$ cat src/include/tbsps_pkg.sv
/*
  Package for the timebase steering and pulse-per-second block: widths,
  limits, divider counts, mode encodings and the command carrier struct.
  Assumes a 20 MHz system clock and a 10 MHz timebase sampled as a pin.
*/
package tbsps_pkg;

  // Steering in parts per 1e15, signed
  localparam int unsigned STEER_W         = 32;
  localparam logic signed [31:0] STEER_LIMIT = 32'sd20000000;
  // Hardware steer reported in parts per 1e12
  localparam logic signed [31:0] REPORT_DIV  = 32'sd1000;
  localparam logic signed [31:0] REPORT_HALF = 32'sd500;
  localparam int unsigned CAL_W           = 40;

  // Timebase frequency and pulse divider
  localparam int unsigned TB_FREQ_HZ      = 10000000;
  localparam int unsigned PPS_DIV         = 10000000;
  localparam int unsigned PPS_CNT_W       = 24;
  // Pulse high for half the period
  localparam logic [23:0] PPS_HIGH_TICKS  = 24'h4c4b40;
  localparam logic [23:0] PPS_LAST_TICK   = 24'h98967f;

  // Mode store reset values
  localparam logic MODE_AUTO_RST          = 1'b0;
  localparam logic MODE_DISC_RST          = 1'b0;

  typedef enum logic [1:0] {
    TBSPS_ALIGN_IDLE  = 2'b00,
    TBSPS_ALIGN_ARMED = 2'b01,
    TBSPS_ALIGN_AUTO  = 2'b10
  } tbsps_align_t;

  // One command from the host port: one strobe per command kind, plus mode_value and value data
  typedef struct packed {
    logic                      absolute_adjust_cmd;
    logic                      relative_adjust_cmd;
    logic                      calibration_commit_cmd;
    logic                      align_request;
    logic                      set_auto_align;
    logic                      set_discipline;
    logic                      mode_value;
    logic signed [31:0]        value;
  } tbsps_cmd_t;

endpackage

$ cat src/tbsps_sync3.sv
/*
  Three-stage synchroniser for one pin level.
  Assumes the pin is asynchronous to clk; the change is accepted once the
  second and third stages agree.
*/
`timescale 1ns/10ps
module tbsps_sync3 #(
  parameter logic RESET_VALUE = 1'b0
) (
  // Clock and reset
  input  wire logic clk,
  input  wire logic resetn,
  // Pin and clean level
  input  wire logic pin,
  output logic      level
);
  logic s1_q;
  logic s2_q;
  logic s3_q;

  always_ff @(posedge clk) begin
    if (!resetn) begin
      s1_q <= RESET_VALUE;
      s2_q <= RESET_VALUE;
      s3_q <= RESET_VALUE;
    end else begin
      s1_q <= pin;
      s2_q <= s1_q;
      s3_q <= s2_q;
    end
  end

  // Holds last agreed value while stages 2 and 3 differ
  always_ff @(posedge clk) begin
    if (!resetn) begin
      level <= RESET_VALUE;
    end else if (s2_q == s3_q) begin
      level <= s3_q;
    end
  end
endmodule

$ cat src/tbsps_core.sv
/*
  Timebase steering, calibration commit and pulse-per-second generator
  with manual and automatic alignment to a reference pulse.
  Assumes: clk at 20 MHz; the 10 MHz timebase and the reference pulse
  arrive as pins; the host presents commands as one-cycle strobes on the
  plain register port; the calibration and mode stores are held by the
  surrounding non-volatile memory and loaded through the nv ports.
*/
// Implementation choices: strobed register access and the placing of the registers.
// Notes on behaviour
// - Steer values are signed integers in parts per 1e15.
// - Absolute adjust replaces the held steer with the new value.
// - Relative adjust adds the new value to the held steer.
// - Each commanded value is clamped to plus or minus twenty million.
// - Running steer total saturates at plus or minus twenty million.
// - Steer kept at 1e15 resolution; report rounded to 1e12 units.
// - Steer clears at reset; calibrated value alone then applies.
// - Calibration commit adds the present steer into the calibration value.
// - Steer returns to zero right after a calibration commit.
// - Pulse output divides the 10 MHz timebase by ten million.
// - Pulse runs from reset without lock; rising edge is on time.
// - Each pulse edge sits on a rising timebase edge.
// - Alignment restarts the divider at the timebase edge nearest reference; the code uses the first timebase rising edge after it.
// - One mode bit picks manual or automatic alignment; kept across power.
// - Manual mode ignores the reference until the host asks to align.
// - After a request, align to the first following reference rising edge.
// - Automatic mode realigns on every reference rising edge.
// - Automatic alignment and disciplining exclude each other.
`timescale 1ns/10ps
module tbsps_core
  import tbsps_pkg::*;
#(
  parameter int unsigned PPS_DIVIDE = PPS_DIV
) (
  // Clock and reset
  input  wire logic                     clk,
  input  wire logic                     resetn,
  // Host register port
  input  wire logic [3:0]               reg_addr,
  input  wire logic [31:0]              reg_wdata,
  input  wire logic                     reg_wr,
  input  wire logic                     reg_rd,
  output logic [31:0]                   reg_rdata,
  // Decoded command strobes
  input  wire tbsps_pkg::tbsps_cmd_t    cmd,
  // Non-volatile store image
  input  wire logic signed [39:0]       nv_cal_value,
  input  wire logic                     nv_auto_align,
  input  wire logic                     nv_discipline,
  output logic signed [39:0]            cal_value,
  output logic                          cal_write,
  output logic                          mode_auto_align,
  output logic                          mode_discipline,
  // Steering result
  output logic signed [31:0]            steer_total,
  output logic signed [31:0]            steer_report,
  // Timebase and pulses
  input  wire logic                     tb_clk_pin,
  input  wire logic                     ref_pps_pin,
  output logic                          pps_out,
  output logic                          align_done
);
  import tbsps_pkg::*;

  // Refused at elaboration: counter must hold the last tick
  if (PPS_DIVIDE < 4 || PPS_DIVIDE > (1 << PPS_CNT_W)) begin : g_bad_divide
    $error("PPS_DIVIDE out of range");
  end

  localparam logic [3:0] ADDR_STEER  = 4'h0;
  localparam logic [3:0] ADDR_REPORT = 4'h1;
  localparam logic [3:0] ADDR_MODE   = 4'h2;
  localparam logic [3:0] ADDR_CAL_LO = 4'h3;
  localparam logic [3:0] ADDR_STATUS = 4'h4;
  localparam logic [PPS_CNT_W-1:0] LAST_TICK = PPS_CNT_W'(PPS_DIVIDE - 1);
  localparam logic [PPS_CNT_W-1:0] HIGH_TICKS = PPS_CNT_W'(PPS_DIVIDE / 2);

  // Clamp a signed wide value to the steer range
  function automatic logic signed [31:0] clamp_steer(input logic signed [33:0] v);
    logic signed [33:0] lim;
    lim = 34'(STEER_LIMIT);
    if (v > lim) begin
      clamp_steer = STEER_LIMIT;
    end else if (v < -lim) begin
      clamp_steer = -STEER_LIMIT;
    end else begin
      clamp_steer = 32'(v);
    end
  endfunction

  // Register writes also act as commands, so the host may use either path
  tbsps_cmd_t c;
  always_comb begin
    c = cmd;
    if (reg_wr) begin
      case (reg_addr)
        ADDR_STEER: begin
          c.absolute_adjust_cmd = 1'b1;
          c.value               = signed'(reg_wdata);
        end
        ADDR_REPORT: begin
          c.relative_adjust_cmd = 1'b1;
          c.value               = signed'(reg_wdata);
        end
        ADDR_MODE: begin
          c.calibration_commit_cmd = reg_wdata[4];
          c.align_request          = reg_wdata[3];
          c.set_auto_align         = reg_wdata[0];
          c.set_discipline         = reg_wdata[1];
          c.mode_value             = reg_wdata[2];
        end
        default: begin
        end
      endcase
    end
  end

  // Steering accumulator
  logic signed [31:0] steer_q;
  logic signed [31:0] cmd_clamped;
  logic signed [33:0] rel_sum;
  assign cmd_clamped = clamp_steer(34'(c.value));
  assign rel_sum     = 34'(steer_q) + 34'(cmd_clamped);

  always_ff @(posedge clk) begin
    if (!resetn) begin
      steer_q <= '0;
    end else if (c.calibration_commit_cmd) begin
      steer_q <= '0;
    end else if (c.absolute_adjust_cmd) begin
      steer_q <= cmd_clamped;
    end else if (c.relative_adjust_cmd) begin
      steer_q <= clamp_steer(rel_sum);
    end
  end
  assign steer_total = steer_q;

  // Report rounded half away from zero in units of 1e12
  logic signed [31:0] report_q;
  always_ff @(posedge clk) begin
    if (!resetn) begin
      report_q <= '0;
    end else if (steer_q < 0) begin
      report_q <= (steer_q - REPORT_HALF) / REPORT_DIV;
    end else begin
      report_q <= (steer_q + REPORT_HALF) / REPORT_DIV;
    end
  end
  assign steer_report = report_q;

  // Calibration value; the surrounding store limits wear, not this logic
  logic signed [39:0] cal_q;
  logic               cal_loaded_q;
  logic               cal_write_q;
  always_ff @(posedge clk) begin
    if (!resetn) begin
      cal_q        <= '0;
      cal_loaded_q <= 1'b0;
      cal_write_q  <= 1'b0;
    end else begin
      cal_write_q <= 1'b0;
      if (!cal_loaded_q) begin
        cal_q        <= nv_cal_value;
        cal_loaded_q <= 1'b1;
      end else if (c.calibration_commit_cmd) begin
        cal_q       <= cal_q + 40'(steer_q);
        cal_write_q <= 1'b1;
      end
    end
  end
  assign cal_value = cal_q;
  assign cal_write = cal_write_q;

  // Mode bits, loaded from the store after reset release
  logic auto_q;
  logic disc_q;
  logic mode_loaded_q;
  always_ff @(posedge clk) begin
    if (!resetn) begin
      auto_q        <= MODE_AUTO_RST;
      disc_q        <= MODE_DISC_RST;
      mode_loaded_q <= 1'b0;
    end else if (!mode_loaded_q) begin
      auto_q        <= nv_auto_align && !nv_discipline;
      disc_q        <= nv_discipline;
      mode_loaded_q <= 1'b1;
    end else if (c.set_auto_align) begin
      auto_q <= c.mode_value;
      if (c.mode_value) begin
        disc_q <= 1'b0;
      end
    end else if (c.set_discipline) begin
      disc_q <= c.mode_value;
      if (c.mode_value) begin
        auto_q <= 1'b0;
      end
    end
  end
  assign mode_auto_align = auto_q;
  assign mode_discipline = disc_q;

  // Pin synchronisers
  logic ref_lvl;
  tbsps_sync3 #(.RESET_VALUE(1'b0)) u_ref_sync (
    .clk    (clk),
    .resetn (resetn),
    .pin    (ref_pps_pin),
    .level  (ref_lvl)
  );

  // The timebase toggles on every clk, so two stages never agree on it;
  // its rising edge is read from stages two and three, at the cost of no glitch filter
  logic tb_s1_q;
  logic tb_s2_q;
  logic tb_s3_q;
  always_ff @(posedge clk) begin
    if (!resetn) begin
      tb_s1_q <= 1'b0;
      tb_s2_q <= 1'b0;
      tb_s3_q <= 1'b0;
    end else begin
      tb_s1_q <= tb_clk_pin;
      tb_s2_q <= tb_s1_q;
      tb_s3_q <= tb_s2_q;
    end
  end

  logic ref_prev_q;
  logic tb_rise;
  logic ref_rise;
  always_ff @(posedge clk) begin
    if (!resetn) begin
      ref_prev_q <= 1'b0;
    end else begin
      ref_prev_q <= ref_lvl;
    end
  end
  assign tb_rise  = tb_s2_q && !tb_s3_q;
  assign ref_rise = ref_lvl && !ref_prev_q;

  // Alignment control
  tbsps_align_t align_q;
  logic         align_hit;
  always_ff @(posedge clk) begin
    if (!resetn) begin
      align_q <= TBSPS_ALIGN_IDLE;
    end else begin
      case (align_q)
        TBSPS_ALIGN_IDLE: begin
          if (auto_q) begin
            align_q <= TBSPS_ALIGN_AUTO;
          end else if (c.align_request) begin
            align_q <= TBSPS_ALIGN_ARMED;
          end
        end
        TBSPS_ALIGN_ARMED: begin
          if (auto_q) begin
            align_q <= TBSPS_ALIGN_AUTO;
          end else if (ref_rise) begin
            align_q <= TBSPS_ALIGN_IDLE;
          end
        end
        TBSPS_ALIGN_AUTO: begin
          if (!auto_q) begin
            align_q <= TBSPS_ALIGN_IDLE;
          end
        end
        default: begin
          align_q <= TBSPS_ALIGN_IDLE;
        end
      endcase
    end
  end
  // Idle manual state looks at nothing on the reference line
  assign align_hit = ref_rise && (align_q == TBSPS_ALIGN_ARMED
                                  || align_q == TBSPS_ALIGN_AUTO);

  // Pending alignment is honoured on the next timebase rising edge,
  // which is within one 100 ns period; that edge is the nearest one
  // seen after the reference, traded for no look-back buffering
  logic pend_q;
  always_ff @(posedge clk) begin
    if (!resetn) begin
      pend_q <= 1'b0;
    // A hit that meets a timebase edge restarts at once; pending would restart twice
    end else if (tb_rise) begin
      pend_q <= 1'b0;
    end else if (align_hit) begin
      pend_q <= 1'b1;
    end
  end

  // Divider, stepped only on timebase rising edges
  logic [PPS_CNT_W-1:0] div_q;
  logic                 pps_q;
  logic                 done_q;
  always_ff @(posedge clk) begin
    if (!resetn) begin
      div_q  <= '0;
      pps_q  <= 1'b1;
      done_q <= 1'b0;
    end else begin
      done_q <= 1'b0;
      if (tb_rise) begin
        if (pend_q || align_hit) begin
          div_q  <= '0;
          pps_q  <= 1'b1;
          done_q <= 1'b1;
        end else if (div_q == LAST_TICK) begin
          div_q <= '0;
          pps_q <= 1'b1;
        end else begin
          div_q <= div_q + 1'b1;
          if (div_q + 1'b1 == HIGH_TICKS) begin
            pps_q <= 1'b0;
          end
        end
      end
    end
  end
  assign pps_out    = pps_q;
  assign align_done = done_q;

  // Register read port, data one cycle after the strobe
  always_ff @(posedge clk) begin
    if (!resetn) begin
      reg_rdata <= '0;
    end else if (reg_rd) begin
      case (reg_addr)
        ADDR_STEER:  reg_rdata <= steer_q;
        ADDR_REPORT: reg_rdata <= report_q;
        ADDR_MODE:   reg_rdata <= {30'h0, disc_q, auto_q};
        ADDR_CAL_LO: reg_rdata <= cal_q[31:0];
        ADDR_STATUS: reg_rdata <= {29'h0, pps_q, align_q};
        default:     reg_rdata <= '0;
      endcase
    end else begin
      reg_rdata <= '0;
    end
  end
endmodule

$ cat config.mk
export PLATFORM = sky130hd
export DESIGN_NAME = tbsps_core
export DESIGN_NICKNAME = d
export VERILOG_FILES = /design/src/include/tbsps_pkg.sv /design/src/tbsps_sync3.sv /design/src/tbsps_core.sv
export SDC_FILE = /design/constraint.sdc
export NUM_CORES = 1
export LEC_CHECK = 0
export BUFFER_PORTS_ARGS = -buffer_cell sky130_fd_sc_hd__buf_2
export CAP_MARGIN = 0
export CORE_MARGIN = 4
export CORE_UTILIZATION = 40
export CTS_CLUSTER_SIZE = 16
export DETAILED_ROUTE_END_ITERATION = 7
export PLACE_DENSITY = 0.58
export SYNTH_ARGS = -nofsm -noshare
export SYNTH_HDL_FRONTEND = slang
export SYNTH_SLANG_ARGS = --single-unit
export TNS_END_PERCENT = 1
$ cat constraint.sdc
create_clock -name clk -period 35.4 [get_ports clk]
set_input_delay 1.77 -clock clk [delete_from_list [all_inputs] [get_ports clk]]
set_output_delay 1.77 -clock clk [all_outputs]
set_load 0.05 [all_outputs]
# After elaboration in Yosys (flattened, before gate mapping)

Index checks and enable logic that the tools add are counted.

Add/subtract/negate cells: 5
Multipliers: 0
Divide/modulo/power cells: 2
Order comparisons: 5
Equal/unequal tests: 16
Shift-type cells: 0
Multiplexer cells: 36
Bitwise gates (word level): 1
Reductions and logical operators: 23

Operators by type and width:

| cell                   | number |
|---|---|
| $mux 32                | 8 |
| $pmux 32 s5            | 1 |
| $mux 40                | 2 |
| $div 32x11->32 const B | 2 |
| $mux 24                | 2 |
| $add 40x32->40         | 1 |
| $mux 39                | 1 |
| $add 32x32->33         | 1 |
| $gt 33x26->1 const B   | 1 |
| $lt 33x26->1 const B   | 1 |
| $add 32x10->32 const B | 1 |
| $gt 32x26->1 const B   | 1 |
| $lt 32x1->1 const B    | 1 |
| $lt 32x26->1 const B   | 1 |
| $sub 32x10->32 const B | 1 |
| $add 24x1->24 const B  | 1 |
| $eq 24x23->1 const B   | 1 |
| $eq 24x24->1 const B   | 1 |
| $mux 1                 | 15 |
| $ne 3x3->1 const B     | 5 |
| $reduce_and 2->1       | 6 |
| $mux 2                 | 5 |
| $eq 4x2->1 const B     | 2 |
| $pmux 2 s3             | 1 |
| other kinds (17)       | 26 |

Register bits after elaboration: 177
Bits in latches: 0
RAM bits: 0
Bits in read-only memories: 0
Logic and storage cells: 109
Memories kept: 0

# Logic depth before layout (Yosys ltp)

Gate-level depths: netlist of the first run.

Depth in word-level cells: 13
Depth in mapped cells: 89

# Cells and area by module

From an unflattened synthesis of the first run, not the netlist that was laid out.

Cells, all modules: 2,841
Area, all modules: 21,174.1 um2

By module, submodules not included:

| module      | times used | cells each | area each (um2) | sequential area each (um2) |
|---|---|---|---|---|
| tbsps_core  | 1          | 2,831      | 21,057.7        | 3,463.3 |
| tbsps_sync3 | 1          | 10         | 116.4           | 80.1 |

# Least setup slack after synthesis of the first run

No wires, ideal clock.

Path kind: reg-to-reg
From: register steer_q[31] (netlist: steer_total[31])
To: register report_q[10] (netlist: steer_report[10])
Arrival time: 20.680 ns
Data required time: 35.272 ns
Slack: 14.593 ns
Stages on the path, launching flop included: 81
Period minus slack after synthesis: 20.807 ns
Cell sequence: dfxtp_1 > inv_1 > ha_1 > buf_2 > a21oi_2 > nor3_1 > or3_1 > or3_1 > a221oi_2 > nor3b_4 > a311oi_1 > a2111oi_4 > o21ai_2 > nor3_4 > nor3_2 > o31ai_4 > buf_6 > mux2_2 > [... 45 more ...] > o31ai_1 > o311ai_2 > a311oi_2 > mux2_4 > xnor2_2 > a31oi_2 > mux2i_1 > a21boi_2 > buf_4 > and2_4 > a311oi_1 > ha_1 > inv_1 > nor2_1 > clkbuf_1 > a21oi_1 > xnor2_1 > nor2_1

Word-level cells in the longest chain between the ends: 3
Elaborated cells on any way between the ends: 6

Ends and longest elaborated chain:

| element                                          | RTL line                             | text |
|---|---|---|
| start: declaration                               | tbsps_core.sv:119                    | `logic signed [31:0] steer_q;` |
| start signal: assignment                         | tbsps_core.sv:131                    | `steer_q <= cmd_clamped;` |
| start signal: assignment                         | tbsps_core.sv:133                    | `steer_q <= clamp_steer(rel_sum);` |
| $add 32x10->32 or $sub 32x10->32 (tied branches) | tbsps_core.sv:146, tbsps_core.sv:144 |  |
| $div 32x11->32 (on tied branches)                | tbsps_core.sv:146, tbsps_core.sv:144 |  |
| $mux 32 *                                        | tbsps_core.sv:143                    | `end else if (steer_q < 0) begin` |
| end signal: assignment                           | tbsps_core.sv:144                    | `report_q <= (steer_q - REPORT_HALF) / REPORT_DIV;` |
| end signal: assignment                           | tbsps_core.sv:146                    | `report_q <= (steer_q + REPORT_HALF) / REPORT_DIV;` |
| end: declaration                                 | tbsps_core.sv:139                    | `logic signed [31:0] report_q;` |

Every way passes the cells marked *; elsewhere a longest branch is shown, timed or not.
A chain may end at the register's enable or synchronous reset.

# Worst setup path after layout of the first run

From: register steer_q[31] (netlist: steer_total[31])
To: register report_q[18] (netlist: steer_report[18])

The elaborated chain is that of the path after synthesis.

==> impl_results.md, run 1 <==
* Final WL at 83400 um
* Initial DRT Pass Iterations at 6
* Post-CTS Resized at 0
* Fillers at 5325
* Final hold vios at 0
* Post-synthesis sequential area ratio at 0.166
* CP max stage delay at 0.99 ns
* CP Launch Type: register
* Final Net Count at 3289
* CP arrival at 25.78 ns
* Mapped Cells at 2884
* TNS Setup at 0 ns
* Drt initial violations at 2337
* Initial core utilization at 0.406
* Rows at 84
* HP Class: register to register
* Buffers on Ports at 263
* Post-Route Skew at 0.0155 ns
* TritonCTS Buffers at 17
* Syn_nets at 3118
* Asr flop ratio synth at 0
* TritonCTS Sinks at 177
* Largest net degree at the start of global routing at 86
* Root Driver: clkbuf_16
* Die Span Y at 239 um
* Clock transition at path regs at 0.08 ns
* RSZ-0062 raised after global routing: false
* Share of layout cells above drive strength 1 at 0.163
* Core Region at 52800 um^2
* Tot GR Track Use at 0.276
* Top_reg_cell synth: dfxtp_1
* Slowest CP cell: o21ai_0
* Final min period at 25.46 ns
* Slew margin rel. at 0.185
* DP HPWL at 65800 um
* Via count at 23.5k
* Grt total ovfl at 0
* Max cap viols at 0
* Most common cell in the netlist: nor2_1
* Avg Inst Size Synth at 7.42 um^2
* CP Max Fanout at 23
* Slew @ Worst Pin at 1.21 ns
* Critical path type: register to register
* I/O Pins at 264
* Die area at 57300 um^2
* Routed WL per cell at 22.2 um
* Clock tree buffer depth at 2
* Netlist cell types at 148
* Nature of the critical path endpoint: register
* Worst-Skew Late Latency at 0.47 ns
* Chip width at 239 um
* Leading area contributor after synthesis: dfxtp_1
* Period utilization at 0.719
* WP data required at 35.71 ns
* Status: finished, final reports clean
* Cell area after synthesis at 21400 um^2
* Final Setup Violations at 0
* Yosys Warn Count at 0
* ANT nets after route at 0
* FMAX at 39.3 MHz
* DR DRC count at 0
* Via density at 6.25
* Top area cells in the synthesized netlist: dfxtp_1 17%, xnor2_1 6.4%, ha_1 6.3%
* Layout area overhead at 11.2%
* Initial antenna violation count at 1
* Vias in the first global route at 21.4k
* Post-synth top area share at 0.166
* Slew Limit Fails at 0
* Synth Register Bits at 177
* Number of synthesized flops with an enable pin at 0
* First-pass GRT wire length at 127000 um
* Hold buffer count at cts at 0
* H-tree depth at 4
* Post-CTS setup buffer count at 0
* Post-synth top cells: 304 x nor2_1, 266 x nand2_1, 220 x a21oi_1
* CTS tree: yes
* Routability-driven placement congestion ratio at 0.991
==> sequential cells by signal, indices dropped and copies added, names as in the netlist, 2 cells and up <==
signal	flops
align_q	2
steer_total	32
steer_report	32
div_q	24
cal_value	40
reg_rdata	32
==> critical path: cells and delay by family, from the launching register on <==
kind / cells / cell delay [ns]
compound gates: 38 / 13.09
xor+xnor: 7 / 2.36
fa+ha+maj: 3 / 1.05
buf+inv: 3 / 0.67
flops: 1 / 0.76
mux: 4 / 1.84
simple gates: 17 / 5.49
==> cells by family (layout without fill, tap and decap cells) <==
kind of cell	count (synthesis)	count (layout)	synth area share
compound gates	1016	1016	0.341
xor+xnor	205	205	0.0856
fa+ha+maj	118	118	0.0692
buf+inv	226	410	0.0479
flops	177	177	0.166
mux	103	103	0.0537
other cells	0	3	0
simple gates	1039	1039	0.237
==> per-layer routing <==
layer / vias to the layer above / global-route usage / routed length (um)
li1: 11186 / - / -
met1: 11307 / 0.374 / 36900
met2: 881 / 0.458 / 38200
met3: 129 / 0.0273 / 5440
met4: 0 / 0.0967 / 2840
met5: - / 0 / 0
==> path summary, 6_finish.rpt <==
kind / from / to / slack (ns) / cells after the start
worst max-delay path: steer_total[31] / steer_report[18] / 9.94 / 72
worst min-delay path: tb_s1_q / tb_s2_q / 0.43 / 1
worst max register to register: steer_total[31] / steer_report[18] / 9.94 / 72
worst min register to register: tb_s1_q / tb_s2_q / 0.43 / 1
==> through the flow <==
| step | setup slack (ns) | instances | instance area (um^2) | utilization | hold WS [ns] |
|---|---|---|---|---|---|
| after detailed placement | 10.39 | 3724 | 23200 | 0.439 | 0.421 |
| final | 9.94 | 3759 | 23800 | 0.451 | 0.430 |
| after global placement | 11.03 | 3724 | 23200 | 0.439 | 0.413 |
| after CTS | 10.27 | 3756 | 23800 | 0.451 | 0.429 |
| after floorplan | 14.59 | 2884 | 21400 | - | 0.412 |
| after global routing | 7.73 | 3756 | 23800 | 0.451 | 0.450 |
==> layout make-up <==
class | instances | area, um^2 | share of cell area
diodes | 3 | 7.51 | 0.000315
clock buffers | 17 | 425 | 0.0179
clock inverters | 15 | 198 | 0.00831
inverters | 77 | 289 | 0.0121
multi-input cells | 2481 | 16900 | 0.709
flip-flops and latches | 177 | 3540 | 0.149
well taps | 688 | 861 | 0.0362
repair buffers | 301 | 1600 | 0.0673
==> cell usage in the layout, fill, tap and decap left out, types with 14 or more instances in the layout <==
cell | synthesis | layout
nand2_1 | 266 | 266
a21o_1 | 58 | 58
clkbuf_16 | 0 | 17
o211ai_1 | 60 | 60
nor4_1 | 19 | 19
or3_1 | 23 | 23
ha_1 | 108 | 108
o21ai_0 | 169 | 169
a21oi_1 | 220 | 219
mux2i_1 | 50 | 49
a31oi_1 | 62 | 62
o21a_1 | 31 | 31
dfxtp_1 | 177 | 176
inv_1 | 75 | 75
and2_1 | 41 | 41
o21bai_1 | 54 | 54
a211o_1 | 16 | 16
and3_1 | 39 | 39
a211oi_1 | 32 | 32
o2111ai_1 | 16 | 16
mux2_2 | 43 | 43
nand3_1 | 77 | 77
xnor2_1 | 157 | 157
nor3_1 | 99 | 98
o31ai_1 | 22 | 22
xor2_1 | 44 | 44
o21ai_1 | 14 | 14
nand4_1 | 42 | 42
buf_4 | 14 | 38
a22oi_1 | 32 | 32
nand2b_1 | 29 | 28
buf_2 | 21 | 263
nor2_1 | 304 | 303
Power of run 1 is left out: the tool's default activity adds up to more than one toggle a clock period on the data nets, which glitch-free logic cannot reach.
==> run 2, diff against run 1 <==
clock period = 25.9 ns   (was 35.4 ns; I/O delays follow)
==> run 2 against run 1 <==
Against the previous run:
- sequential share of layout area down 0.093 points
- die area unchanged
- via count increased by 0.21%
- maximum frequency is 6.6% higher
- routed wire length rose by 0.47%
- global-route usage up 0.27 points
- critical endpoint is now steer_report[20]
==> impl_results.md, run 2 (same netlist as run 1, synthesis figures left out) <==
* Status: finished, final reports clean
* Initial DRT Pass Iterations at 5 (-1)
* Nature of the critical path endpoint: register
* Crit. Startpoint: steer_total[31]
* Buffers on Ports at 263 (unchanged)
* FMAX at 41.9 MHz (+6.6%)
* DP HPWL at 66700 um (+1.3%)
* CP Launch Type: register
* Tot GR Track Use at 0.278 (+0.00268)
* Commonest non-fill, non-tap cells in the layout: 302 x nor2_1, 266 x nand2_1, 263 x buf_2
* RR Endpoint: steer_report[20]
* Hold buffer count at cts at 0 (unchanged)
* Chip width at 239 um (unchanged)
* First-pass GRT wire length at 128000 um (+0.70%)
* Layout area overhead at 11.9%
* Die area at 57300 um^2 (unchanged)
* Hold Crit Depth at 1 (unchanged)
* Critical path type: register to register
* Reg2Reg Setup Slack at 2.01 ns (-7.93 ns)
* ANT nets after route at 0 (unchanged)
* DR DRC count at 0 (unchanged)
* Initial antenna violation count at 8 (+7)
* Largest net degree at the start of global routing at 86 (unchanged)
* Max cap viols at 0 (unchanged)
* CP Max Fanout at 23 (unchanged)
* Routed WL per cell at 22.2 um (+0.26%)
* Period utilization at 0.922 (+0.203)
* H-tree depth at 4 (unchanged)
* Max reg flops at 40 (unchanged)
* Placed cells at 3729 (+0.13%)
* Met2 Use GR at 0.463 (+0.00554)
* I/O Pins at 264 (unchanged)
* Via count at 23.6k (+0.21%)
* Via density at 6.25 (about the same)
* Grt total ovfl at 0 (unchanged)
* Share of layout cells above drive strength 1 at 0.168 (+0.00499)
* Final min period at 23.89 ns (-1.57 ns)
* Drt initial violations at 2242 (-4.1%)
* Die Span Y at 239 um (unchanged)
* CP max stage delay at 0.66 ns (-0.33 ns)
* Setup WS post-layout at 2.01 ns (-7.93 ns)
* Post-route insts no fill at 3767 (+0.21%)
* Root Driver: clkbuf_16
* Layout Utilization at 0.454 (+0.00285)
* Slew Limit Fails at 0 (unchanged)
* RSZ-0062 raised after global routing: false
* Vias in the first global route at 21.6k (+0.82%)
* Slew margin rel. at 0.253 (+0.0679)
* CP arrival at 24.23 ns (-1.55 ns)
* Routability-driven placement congestion ratio at 1.01 (+2.1%)
* Post-Route Skew at 0.0246 ns (+0.00907 ns)
* Worst slack, placed at 1.01 ns (-9.38 ns)
* Final hold vios at 0 (unchanged)
* Met3 usage at 0.0358 (+0.00852)
* Final Net Count at 3299 (+0.30%)
* Busiest grt layer: met2
* RR Startpoint: steer_total[31]
* Slowest CP cell: a311oi_4
* Clock tree buffer depth at 2 (unchanged)
* TritonCTS Sinks at 177 (unchanged)
* Clock transition at path regs at 0.09 ns (about the same)
* Slew @ Worst Pin at 1.12 ns (-0.0955 ns)
* Most used cell, CP: nand2_1
* Hold path endpoint: u_ref_sync.s2_q
* Initial core utilization at 0.406 (unchanged)
* R2r worst-path depth at 74 (+2.8%)
* Worst-Skew Late Latency at 0.49 ns (+0.02 ns)
* Final WL at 83800 um (+0.47%)
* HP Class: register to register
* WP data required at 26.24 ns (-9.47 ns)
* Core Region at 52800 um^2 (unchanged)
* TritonCTS Buffers at 17 (unchanged)
* Final Setup Violations at 0 (unchanged)
* Rows at 84 (unchanged)
* CTS tree: yes
* M1 GR Usage at 0.378 (+0.00437)
* Commonest non-fill, non-tap cell in the layout: nor2_1
* Hold path start: u_ref_sync.s1_q
* TNS Setup at 0 ns (unchanged)
==> run 2: cell types whose count changed in the layout (fill, tap and decap cells not counted), sizes merged <==
| cell | before | now |
|---|---|---|
| inv | 85 | 83 |
| buf | 301 | 311 |
| clkinv | 6 | 7 |
| clkinvlp | 1 | 2 |
| diode | 3 | 1 |
==> run 2: final cells by class <==
type	count	area (um^2)
Multi-Input combinational cell	2481	16900
Tap cell	688	861
Sequential cell	177	3540
Fill cell	5368	28800
Clock buffer	17	425
Clock inverter	15	201
Antenna cell	1	2.50
Inverter	77	289
Timing Repair Buffer	311	1680
==> run 2: routing by layer <==
metal | share of wire | vias to the layer above
li1 | - | 11217
met1 | 0.44 | 11306
met2 | 0.46 | 908
met3 | 0.067 | 114
met4 | 0.027 | 8
met5 | 0.00073 | -
==> run 2: worst max path at each step <==
stage | to | slack [ns] | cells past startpoint
floorplan | steer_report[10] | 5.09 | 80
global placement | steer_report[18] | 1.84 | 70
detailed placement | steer_report[20] | 1.01 | 72
CTS | steer_report[20] | 0.89 | 72
global route | steer_report[20] | 0.02 | 74
finish | steer_report[20] | 2.01 | 74
==> run 2: metrics by stage <==
step,hold slack [ns],area [um^2]
after floorplan,0.412,21400
after global placement,0.413,23200
after detailed placement,0.424,23200
after CTS,0.445,23800
after global routing,0.465,23900
final,0.444,23900
==> run 2: worst max-delay path, delay by kind of cell, from the launching register on <==
kind	cells	cell delay (ns)
AO/OA/AOI/OAI	39	12.28
XOR/XNOR	5	1.28
adder cells (fa/ha/maj)	3	1.00
buffers and inverters	3	0.57
flip-flops	1	0.34
multiplexers	4	1.55
AND/OR/NAND/NOR	20	6.66
==> run 2: timing repair <==
item,4_1_cts,5_1_grt
hold endpoints to repair,0,0
resized for setup,0,12
setup endpoints to repair,0,20
buffers inserted,0,5
Power of run 2 is left out for the same reason.
==> run 3, diff against run 2 <==
SYNTH_HIERARCHICAL = 1   (was unset)
==> run 3 against run 2 <==
Against the previous run:
- flip-flop and latch count stayed put
- first-iteration DRC count is 13% lower
- routed wire length is 7.5% lower
- global-route usage is 2.1 points lower
- non-clock buffer count is 23 lower
- synthesized cell count is 1.5% lower
- critical endpoint unchanged
- critical path depth is 4 lower
- maximum frequency is 3.4% higher
==> impl_results.md, run 3 <==
* Crit-path leading delay family: compound AO/OA/AOI/OAI gates
* Slew Limit Fails at 0 (unchanged)
* Commonest non-fill, non-tap cell in the layout: nand2_1
* Max reg flops at 40 (unchanged)
* CP max stage delay at 0.71 ns (+0.05 ns)
* I/O Pins at 264 (unchanged)
* Status: finished, final reports clean
* Final Net Count at 3243 (-1.7%)
* Slowest CP cell: o211ai_1
* TritonCTS Buffers at 17 (unchanged)
* DP HPWL at 60700 um (-9.0%)
* FMAX at 43.3 MHz (+3.4%)
* Hold path start: u_ref_sync/s1_q
* Number of synthesized flops with an enable pin at 0 (unchanged)
* Initial core utilization at 0.404 (-0.00190)
* Root Driver: clkbuf_16
* HP Class: register to register
* Layout Utilization at 0.449 (-0.00471)
* Chip width at 238 um (-0.52%)
* RR Endpoint: steer_report[20]
* DR DRC count at 0 (unchanged)
* Adder-cell share of the synthesized area at 0.0709 (+0.00163)
* Post-CTS setup buffer count at 0 (unchanged)
* TritonCTS Sinks at 177 (unchanged)
* CP Launch Type: register
* Initial DRT Pass Iterations at 6 (+1)
* Leading area contributor after synthesis: dfxtp_1
* Commonest non-fill, non-tap cells in the layout: 314 x nand2_1, 291 x nor2_1, 263 x buf_2
* Slew @ Worst Pin at 1.08 ns (-0.0391 ns)
* Asr flop ratio synth at 0 (unchanged)
* Final WL at 77500 um (-7.5%)
* Top area cells in the synthesized netlist: dfxtp_1 17%, ha_1 6.3%, xnor2_1 6.2%
* Routability-driven placement congestion ratio at 0.960 (-5.2%)
* Post-synthesis mux area share at 0.0545 (+0.000755)
* Share of layout cells above drive strength 1 at 0.167 (-0.00157)
* Met3 usage at 0.0346 (-0.00125)
* ANT nets after route at 0 (unchanged)
* Placed cells at 3679 (-1.3%)
* Clock transition at path regs at 0.08 ns (about the same)
* Busiest grt layer: met2
* Post-synth top cells: 314 x nand2_1, 293 x nor2_1, 194 x a21oi_1
* Largest family of logic cells by synthesized area: compound AO/OA/AOI/OAI gates
* Post-route insts no fill at 3712 (-1.5%)
* Worst-Skew Late Latency at 0.47 ns (-0.02 ns)
* Grt total ovfl at 0 (unchanged)
* Buffers on Ports at 263 (unchanged)
* Drt initial violations at 1941 (-13%)
* Period utilization at 0.892 (-0.0303)
* H-tree depth at 4 (unchanged)
* Complex-gate fraction of the synthesized area at 0.344 (+0.00366)
* Mapped Cells at 2841 (-1.5%)
* Post-synth top area share at 0.167 (+0.00178)
* Die Span Y at 238 um (-0.52%)
* Layout area overhead at 11.3%
* Hold path endpoint: u_ref_sync/s2_q
* Post-Synth XOR/XNOR Area at 0.0791 (-0.00653)
* First-pass GRT wire length at 120000 um (-6.3%)
* CTS tree: yes
* Core Region at 52400 um^2 (-0.60%)
* Synth Register Bits at 177 (unchanged)
* Rows at 84 (unchanged)
* Final min period at 23.10 ns (-0.784 ns)
* CP arrival at 23.45 ns (-0.78 ns)
* Die area at 56700 um^2 (-1.0%)
* Top_reg_cell synth: dfxtp_1
* Via count at 22.8k (-3.3%)
* Tot GR Track Use at 0.258 (-0.0207)
* Post-Route Skew at 0.0115 ns (-0.0131 ns)
* Initial antenna violation count at 1 (-7)
* Post-CTS Resized at 0 (unchanged)
* Via density at 6.14 (-1.9%)
* Vias in the first global route at 21.1k (-2.0%)
* Worst hold slack at 0.439 ns (-0.00438 ns)
* Syn_nets at 3074 (-1.4%)
* Avg Inst Size Synth at 7.45 um^2 (+0.43%)
* M1 GR Usage at 0.343 (-0.0349)
* Max cap viols at 0 (unchanged)
* Slew margin rel. at 0.278 (+0.0252)
* WP data required at 26.25 ns (about the same)
* Reg2Reg Setup Slack at 2.80 ns (+0.78 ns)
* Final Setup Violations at 0 (unchanged)
* Final hold vios at 0 (unchanged)
* Nature of the critical path endpoint: register
* Hold buffer count at cts at 0 (unchanged)
* Post-synthesis sequential area ratio at 0.167 (+0.00178)
* TNS Setup at 0 ns (unchanged)
* Fillers at 5311 (-1.1%)
* Most common cell in the netlist: nand2_1
* RSZ-0062 raised after global routing: false
* Largest net degree at the start of global routing at 87 (+1.2%)
* Cell area after synthesis at 21200 um^2 (-1.1%)
* Routed WL per cell at 20.9 um (-6.1%)
* Critical path type: register to register
* Clock tree buffer depth at 2 (unchanged)
* Yosys Warn Count at 6 (+6)
* CP Max Fanout at 29 (+26%)
* Simple-gate share of the synthesized area at 0.241 (+0.00362)
* Met2 Use GR at 0.435 (-0.0278)
* RR Startpoint: steer_total[31]
* Hold Crit Depth at 1 (unchanged)
* Netlist cell types at 139 (-6.1%)
* R2r worst-path depth at 70 (-5.4%)
* CP Buf/Inv Count at 3 (unchanged)
## run 3: cells by family after synthesis
| logic type | after synthesis |
|---|---|
| AOI/OAI and AO/OA | 995 |
| buffers and inverters | 222 |
| xor gates and xnor gates | 187 |
| DFF | 177 |
| muxes | 103 |
| adders and majority gates | 120 |
| and+or+nand+nor | 1037 |
## run 3: worst register-to-register path, delay by kind of cell (launching register included)
| kind | cells | cell delay [ns] |
|---|---|---|
| buffers and inverters | 3 | 0.86 |
| muxes | 3 | 1.33 |
| adders and majority gates | 3 | 0.99 |
| DFF | 1 | 0.54 |
| AOI/OAI and AO/OA | 36 | 10.78 |
| and+or+nand+nor | 22 | 7.69 |
| xor gates and xnor gates | 3 | 0.80 |
## run 3: per-layer routing
metal | vias to the layer above | wire length, um
met5 | - | 0
met4 | 0 | 2270
met3 | 98 | 4700
met2 | 822 | 36100
met1 | 10814 | 34500
li1 | 11042 | -
## run 3: through the flow
step | setup WS, ns | instance area, um^2
6_report | 2.80 | 23600
5_1_grt | 1.12 | 23600
4_1_cts | 3.17 | 23600
3_5_place_dp | 3.21 | 23000
3_3_place_gp | 3.68 | 23000
2_1_floorplan | 6.24 | 21200
## run 3: area by class of cell
type | count | area [um^2] | share of cell area
multi-input cells | 2442 | 16700 | 0.711
repair buffers | 288 | 1500 | 0.0638
clock inverters | 14 | 146 | 0.00621
well taps | 688 | 861 | 0.0365
clock buffers | 18 | 439 | 0.0186
inverters | 84 | 315 | 0.0134
diodes | 1 | 2.50 | 0.000106
flip-flops and latches | 177 | 3540 | 0.150
## run 3: worst max-delay path by stage
| stage | slack (ns) | cells after the start | start | to |
|---|---|---|---|---|
| after global routing | 1.12 | 70 | steer_total[31] | steer_report[20] |
| final | 2.80 | 70 | steer_total[31] | steer_report[20] |
| after detailed placement | 3.21 | 70 | steer_total[31] | steer_report[20] |
| after floorplan | 6.24 | 74 | steer_total[31] | steer_report[20] |
| after CTS | 3.17 | 70 | steer_total[31] | steer_report[20] |
| after global placement | 3.68 | 70 | steer_total[31] | steer_report[20] |
Power of run 3 is left out for the same reason.
